<file path="config.mk">
export PLATFORM = sky130hd
export DESIGN_NAME = flrf_formatter
export DESIGN_NICKNAME = d
export VERILOG_FILES = /design/src/inc/flrf_pkg.sv /design/src/core/flrf_formatter.sv
export VERILOG_INCLUDE_DIRS = /design/src /design/src/inc
export SDC_FILE = /design/constraint.sdc
export NUM_CORES = 2
export LEC_CHECK = 0
export ABC_AREA = 1
export BUFFER_PORTS_ARGS = -buffer_cell sky130_fd_sc_hd__buf_2
export CAP_MARGIN = 10
export CELL_PAD_IN_SITES_DETAIL_PLACEMENT = 1
export CELL_PAD_IN_SITES_GLOBAL_PLACEMENT = 1
export CORE_ASPECT_RATIO = 1.5
export CORE_MARGIN = 10
export CORE_UTILIZATION = 46
export DETAILED_ROUTE_END_ITERATION = 10
export GPL_TIMING_DRIVEN = 0
export HOLD_SLACK_MARGIN = 0.03
export PLACE_DENSITY_LB_ADDON = 0.1
export SETUP_SLACK_MARGIN = 0.1
export SYNTH_ARGS = -nofsm -noshare
export SYNTH_HDL_FRONTEND = slang
export SYNTH_SLANG_ARGS = --single-unit
</file>
<file path="constraint.sdc">
create_clock -name core_clk -period 2.5 [get_ports core_clk]
set_input_delay 0.5 -clock core_clk [delete_from_list [all_inputs] [get_ports core_clk]]
set_output_delay 0.5 -clock core_clk [all_outputs]
set_load 0.005 [all_outputs]
</file>
<file path="src/inc/flrf_map.svh">
// Purpose: Offsets, sizes and reset values of the fault log image
// Assumes: Byte 0 is the first byte returned by the block read
// Notes: Record N sits at FLRF_REC_BASE + N * FLRF_REC_LEN
`ifndef FLRF_MAP_SVH
`define FLRF_MAP_SVH
`define FLRF_HDR_LEN 27
`define FLRF_REC_LEN 20
`define FLRF_REC_NUM 6
`define FLRF_REC_BASE 27
`define FLRF_LOG_LEN 8'h93
`define FLRF_SRC_STORE 8'hFF
`define FLRF_SRC_CH1 8'h10
`define FLRF_TS_OFS 5
`define FLRF_UNUSED_OFS 10
`define FLRF_PEAK_RST 16'h0000
`endif

</file>
<file path="src/inc/flrf_pkg.sv">
// Purpose: Types shared by the fault log formatter
// Assumes: Nothing beyond the map header
// Notes: Log states plus byte and word types; codes are left to the tool
package flrf_pkg;
	typedef enum logic {LOG_RECORDING, LOG_HELD} flrf_state_t;
	typedef logic [7:0] flrf_byte_t;
	typedef logic [15:0] flrf_word_t;
endpackage

</file>
<file path="src/core/flrf_formatter.sv">
// Purpose: Builds and serves the byte image of the fault log
// Assumes: All inputs come from logic on core_clk
// Notes: Peak compare is on raw codes; upstream keeps them ordered
`timescale 1ns/1ps
`default_nettype none
`include "flrf_map.svh"

module flrf_formatter
	import flrf_pkg::*;
#(
	parameter logic [31:0] SIGNATURE = 32'h464C_3031 // Arbitrary value
) (
	input wire logic core_clk,
	input wire logic resetn,
	input wire logic sampleValid,
	input wire logic faultStrobe,
	input wire logic faultChannel,
	input wire flrf_pkg::flrf_byte_t faultCause,
	input wire logic explicitLogStore,
	input wire logic peakClear,
	input wire logic logClear,
	input wire logic [47:0] sharedTimeCounter,
	input wire flrf_pkg::flrf_word_t voutCh0,
	input wire flrf_pkg::flrf_word_t voutCh1,
	input wire flrf_pkg::flrf_word_t ioutCh0,
	input wire flrf_pkg::flrf_word_t ioutCh1,
	input wire flrf_pkg::flrf_word_t vinValue,
	input wire flrf_pkg::flrf_word_t tempExt0,
	input wire flrf_pkg::flrf_word_t tempExt1,
	input wire flrf_pkg::flrf_word_t tempInternal,
	input wire flrf_pkg::flrf_byte_t voutStatus0,
	input wire flrf_pkg::flrf_byte_t voutStatus1,
	input wire flrf_pkg::flrf_word_t statusWord0,
	input wire flrf_pkg::flrf_word_t statusWord1,
	input wire flrf_pkg::flrf_byte_t vendorStatus0,
	input wire flrf_pkg::flrf_byte_t vendorStatus1,
	input wire logic readStrobe,
	input wire flrf_pkg::flrf_byte_t readAddr,
	output flrf_pkg::flrf_byte_t readData,
	output logic readValid,
	output flrf_pkg::flrf_byte_t byteCount,
	output logic logPresent
);
	import flrf_pkg::*;

	localparam int RECW = `FLRF_REC_LEN * 8;
	localparam int HDRW = `FLRF_HDR_LEN * 8;

	function automatic flrf_word_t larger(flrf_word_t a, flrf_word_t b);
		larger = (b > a) ? b : a;
	endfunction

	function automatic logic [47:0] lowFirst(logic [47:0] v);
		for (int i = 0; i < 6; i++) begin
			lowFirst[47 - 8 * i -: 8] = v[8 * i +: 8];
		end
	endfunction

	flrf_state_t state, next_state;
	logic [RECW-1:0] rec [`FLRF_REC_NUM];
	logic [RECW-1:0] next_rec [`FLRF_REC_NUM];
	flrf_byte_t srcCode, next_srcCode;
	logic [47:0] timeHold, next_timeHold;
	flrf_word_t voutPk0, voutPk1, ioutPk0, ioutPk1, vinPk;
	flrf_word_t next_voutPk0, next_voutPk1, next_ioutPk0;
	flrf_word_t next_ioutPk1, next_vinPk;
	flrf_word_t hdrTemp0, hdrTemp1, hdrTempInt;
	flrf_word_t next_hdrTemp0, next_hdrTemp1, next_hdrTempInt;
	flrf_byte_t next_readData, next_byteCount;
	logic next_readValid, next_logPresent;
	logic trigger;
	logic [RECW-1:0] newRec;
	logic [HDRW-1:0] hdrImage;

	// Snapshot of one ADC cycle, byte 0 in the top lane
	assign newRec = {voutCh0, voutCh1, ioutCh0, ioutCh1, vinValue,
		16'h0000,
		voutStatus0, voutStatus1, statusWord0, statusWord1,
		vendorStatus0, vendorStatus1};

	assign hdrImage = {SIGNATURE,
		srcCode,
		lowFirst(timeHold),
		voutPk0, voutPk1,
		ioutPk0, ioutPk1,
		vinPk,
		hdrTemp0, hdrTemp1, hdrTempInt};

	assign trigger = (state == LOG_RECORDING) &&
		(faultStrobe || explicitLogStore);

	// Log capture and record history
	always_comb begin
		next_state = state;
		next_srcCode = srcCode;
		next_timeHold = timeHold;
		next_hdrTemp0 = hdrTemp0;
		next_hdrTemp1 = hdrTemp1;
		next_hdrTempInt = hdrTempInt;
		next_rec = rec;
		case (state)
			LOG_RECORDING: begin
				// History freezes once held so the host sees a steady image
				if (sampleValid || trigger) begin
					for (int i = `FLRF_REC_NUM - 1; i > 0; i--) begin
						next_rec[i] = rec[i - 1];
					end
					next_rec[0] = newRec;
				end
				if (trigger) begin
					next_state = LOG_HELD;
					next_timeHold = sharedTimeCounter;
					next_hdrTemp0 = tempExt0;
					next_hdrTemp1 = tempExt1;
					next_hdrTempInt = tempInternal;
					// A real fault outranks a store landing in the same cycle
					if (faultStrobe) begin
						next_srcCode = faultChannel ?
							faultCause + `FLRF_SRC_CH1 : faultCause;
					end else begin
						next_srcCode = `FLRF_SRC_STORE;
					end
				end
			end
			LOG_HELD: begin
				if (logClear) begin
					next_state = LOG_RECORDING;
				end
			end
			default: begin
				next_state = LOG_RECORDING;
			end
		endcase
	end

	always_ff @(posedge core_clk or negedge resetn) begin
		if (!resetn) begin
			state <= LOG_RECORDING;
			srcCode <= 8'h00;
			timeHold <= 48'h0000_0000_0000;
			hdrTemp0 <= 16'h0000;
			hdrTemp1 <= 16'h0000;
			hdrTempInt <= 16'h0000;
			for (int i = 0; i < `FLRF_REC_NUM; i++) begin
				rec[i] <= '0;
			end
		end else begin
			state <= next_state;
			srcCode <= next_srcCode;
			timeHold <= next_timeHold;
			hdrTemp0 <= next_hdrTemp0;
			hdrTemp1 <= next_hdrTemp1;
			hdrTempInt <= next_hdrTempInt;
			rec <= next_rec;
		end
	end

	// Peaks: a sample in the clear cycle survives the clear
	always_comb begin
		next_voutPk0 = peakClear ? `FLRF_PEAK_RST : voutPk0;
		next_voutPk1 = peakClear ? `FLRF_PEAK_RST : voutPk1;
		next_ioutPk0 = peakClear ? `FLRF_PEAK_RST : ioutPk0;
		next_ioutPk1 = peakClear ? `FLRF_PEAK_RST : ioutPk1;
		next_vinPk = peakClear ? `FLRF_PEAK_RST : vinPk;
		if (sampleValid) begin
			next_voutPk0 = larger(next_voutPk0, voutCh0);
			next_voutPk1 = larger(next_voutPk1, voutCh1);
			next_ioutPk0 = larger(next_ioutPk0, ioutCh0);
			next_ioutPk1 = larger(next_ioutPk1, ioutCh1);
			next_vinPk = larger(next_vinPk, vinValue);
		end
	end

	always_ff @(posedge core_clk or negedge resetn) begin
		if (!resetn) begin
			voutPk0 <= `FLRF_PEAK_RST;
			voutPk1 <= `FLRF_PEAK_RST;
			ioutPk0 <= `FLRF_PEAK_RST;
			ioutPk1 <= `FLRF_PEAK_RST;
			vinPk <= `FLRF_PEAK_RST;
		end else begin
			voutPk0 <= next_voutPk0;
			voutPk1 <= next_voutPk1;
			ioutPk0 <= next_ioutPk0;
			ioutPk1 <= next_ioutPk1;
			vinPk <= next_vinPk;
		end
	end

	// Byte server; peaks in the header are live, as the host expects
	always_comb begin
		int ofs;
		int idx;
		ofs = 0;
		idx = 0;
		next_readData = readData;
		next_readValid = readStrobe;
		next_logPresent = (next_state == LOG_HELD);
		next_byteCount = next_logPresent ? `FLRF_LOG_LEN : 8'h00;
		if (readStrobe) begin
			next_readData = 8'h00;
			if (readAddr < 8'(`FLRF_HDR_LEN)) begin
				next_readData = hdrImage[HDRW - 1 - 8 * int'(readAddr) -: 8];
			end else if (readAddr < `FLRF_LOG_LEN) begin
				ofs = int'(readAddr) - `FLRF_REC_BASE;
				idx = ofs / `FLRF_REC_LEN;
				ofs = ofs % `FLRF_REC_LEN;
				next_readData = rec[idx][RECW - 1 - 8 * ofs -: 8];
			end
		end
	end

	always_ff @(posedge core_clk or negedge resetn) begin
		if (!resetn) begin
			readData <= 8'h00;
			readValid <= 1'b0;
			logPresent <= 1'b0;
			byteCount <= 8'h00;
		end else begin
			readData <= next_readData;
			readValid <= next_readValid;
			logPresent <= next_logPresent;
			byteCount <= next_byteCount;
		end
	end
endmodule
`default_nettype wire

</file>
==> impl_metrics.py <==
metrics = {
    "outcome": {
        "status": "finished, violations left",
        "violations": "max-capacitance violations, max-slew violations, negative setup slack",
    },
    "timing": {
        "fmax_mhz": 210,
        "drv_slew": 22,
        "tns_ns": -51.39,
        "setup_viol": 174,
        "max_slew_margin": -0.00568,
        "skew_ns": 0.0393,
        "worst_pin_slew_ns": 1.51,
        "post-route-period-util": 1.90,
        "fin_crit_ns": 4.75,
        "final_hold_viol_count": 0,
        "fin_ws_ns": -2.25,
        "rsz0062_at_grt": "true",
    },
    "power_and_ir_drop": {
        "clkPwrFrac": 0.196,
        "ir_worst_vdd_mv": 0.716,
        "leakage_nw": 32.8,
        "p_switching_mw": 43.7,
        "combPwrFrac": 0.480,
        "swShare": 0.483,
        "p_per_area_mw_per_mm2": 1350,
        "power.total_mw": 90.5,
        "p_seq_frac": 0.324,
        "p_int_mw": 46.8,
    },
    "yosys": {
        "synth_area_sq_mm": 0.0538,
        "yosys_most_used_dff": "dfrtp_1",
        "synth.avg_cell_area_sq_um": 7.67,
        "ys_seq_area_frac": 0.492,
        "async_flop_share": 1.00,
        "ys_types": 52,
        "yosys_register_bits": 1058,
        "synth_edf_count": 0,
        "ys_warn_count": 0,
        "synthCells": 7012,
    },
    "critical_path": {
        "crit_path_max_incr_delay_ns": 1.10,
        "worstPathMaxFanout": 11,
        "crit_arrival_ns": 5.46,
        "crit_slowest_cell": "clkbuf_1",
        "end_kind": "flip-flop",
        "worstPathRequired_ns": 3.21,
        "start_kind": "input port",
        "criticalPathCategory": "in -> reg",
        "reg2reg_slack_ns": -0.27,
        "cp_common_cell": "nand2_4",
    },
    "min_path": {
        "hold_path_class": "in -> reg",
    },
    "finish": {
        "final_common_cell": "nand2_1",
        "drive_gt1_frac": 0.173,
        "area_growth_pct": 25.1,
        "layout_common_cells": "nand2_1, dfrtp_1, inv_1",
        "final_core_utilization": 0.580,
        "finalNonFillerCells": 9338,
        "fillers": 14007,
        "fin_nets": 8032,
    },
    "clock_network": {
        "cts_max_level": 3,
        "cts_buffers": 107,
        "clock_sinks": 1058,
        "clk_pin_slew_ns": 0.07,
        "clockBufferDepth": 3,
        "cts_root_buf": "clkbuf_16",
        "cts_tree": "built",
        "insertion_delay_ns": 0.79,
    },
    "place": {
        "hpwl_microns": 212000,
        "post-place-ws_ns": -4.35,
        "dp_cells": 8860,
        "gp_congestion": 1.05,
        "portBuffers": 277,
    },
    "global_routing": {
        "grt_pass1_vias": 60932,
        "grt_pass1_wl_microns": 424000,
        "grt_usage": 0.448,
        "antenna_found_initial": 23,
        "overflow": 0,
        "grt_max_degree": 169,
    },
    "route": {
        "wl_per_cell_microns": 32.8,
        "postRouteAntennaNets": 0,
        "vias": 57010,
        "drt-initial-drc-count": 5267,
        "via_per_inst": 6.11,
        "drtPass1Iterations": 7,
        "drc": 0,
        "wl_microns": 306000,
    },
    "die": {
        "ios": 283,
        "rows": 153,
        "fp.dieH_microns": 439,
        "start_util": 0.464,
        "dieArea_sq_mm": 0.131,
        "core-area_sq_mm": 0.116,
        "die-width_microns": 299,
    },
    "flow_run": {
        "cap_violations": 2,
    },
}
## power by group through the flow
stage | combinational [mW] | sequential [mW] | clock, mW
2_1_floorplan | 20.6 | 27.4 | 0
3_3_place_gp | 34.6 | 28.8 | 0
3_5_place_dp | 36.0 | 29.1 | 0
4_1_cts | 39.8 | 28.9 | 17.5
5_1_grt | 45.4 | 29.9 | 18.3
6_report | 43.5 | 29.3 | 17.7
## final timing paths
check / from / endpoint / cells past startpoint
hold / removal: faultCause[2] / srcCode[2] / 3
min in group asynchronous: resetn / rec[682] / 2
hold reg to reg: rec[739] / rec[739] / 2
setup / recovery: readAddr[2] / readData[0] / 31
setup reg to reg: ioutPk1[0] / ioutPk1[7] / 15
max in group asynchronous: resetn / timeHold[29] / 5
## registers in the layout, indices dropped and copies added, names as in the netlist, 16 cells and up
| signal | cells |
|---|---|
| hdrTemp0 | 16 |
| ioutPk0 | 16 |
| voutPk1 | 16 |
| ioutPk1 | 16 |
| voutPk0 | 16 |
| rec | 864 |
| hdrTemp1 | 16 |
| hdrTempInt | 16 |
| timeHold | 48 |
| vinPk | 16 |
## cells in the mapped netlist, drive strengths merged (17+ instances only)
cell       n  share of area
o211ai    79          0.011
nand2   1765           0.12
o22ai     23         0.0027
clkbuf   316          0.022
buf      152          0.015
a221oi    17         0.0028
nor2     415          0.029
nand3    726          0.068
dfrtp   1058           0.49
ha        88          0.020
o21ai    915          0.085
o221ai    55         0.0090
inv      972          0.068
mux2      55          0.012
a21oi    285          0.027
## metal layers
metal | part of all wire | global-route usage
met1 | 0.33 | 0.458
met2 | 0.46 | 0.731
met3 | 0.079 | 0.107
met5 | 0.00026 | 0
met4 | 0.12 | 0.460
## worst max-delay path: cells and delay by family
family                     cells  cell delay [ns]
AOI/OAI and AO/OA              5             0.84
adders and majority gates      1             0.16
buffers and inverters          6             1.63
and+or+nand+nor               19             2.26
## repair_timing
item / CTS / global route
endpoints found under the setup margin: 1012 / 968
hold buffers: 164 / 1
hold endpoints to repair: 471 / 222
buffers inserted: 48 / 27
gates cloned: 10 / 8
gates resized for setup: 504 / 352
pin swaps: 108 / 114
## area by class of cell
class	count	area [sq um]	area share
antenna	20	50.0	0.000744
buffer	467	3100	0.0462
clock buffer	156	3160	0.0470
clock inverter	42	558	0.00830
inverter	976	3720	0.0554
multi-input combinational	4513	23600	0.351
sequential	1058	26500	0.394
tap	1550	1940	0.0288
timing repair buffer	556	4650	0.0691
## kinds of logic (layout without fill, tap and decap cells)
kind of cell / count (synthesis) / after routing / synth area share
AND/OR/NAND/NOR: 2938 / 2938 / 0.225
AO/OA/AOI/OAI: 1419 / 1419 / 0.144
flip-flops: 1058 / 1058 / 0.492
multiplexers: 56 / 56 / 0.0117
other: 1 / 24 / 0.0000697
XOR/XNOR: 8 / 8 / 0.00130
buffers and inverters: 1444 / 2197 / 0.106
adder cells (fa/ha/maj): 88 / 88 / 0.0205
## per-stage QoR
step,area [sq um],hold slack (ns)
after floorplan,54400,0.204
after global placement,57700,0.455
after detailed placement,58100,0.299
after CTS,65700,0.0311
after global routing,67200,0.0405
final,67300,0.0322
(Power assumes the default switching activity.)
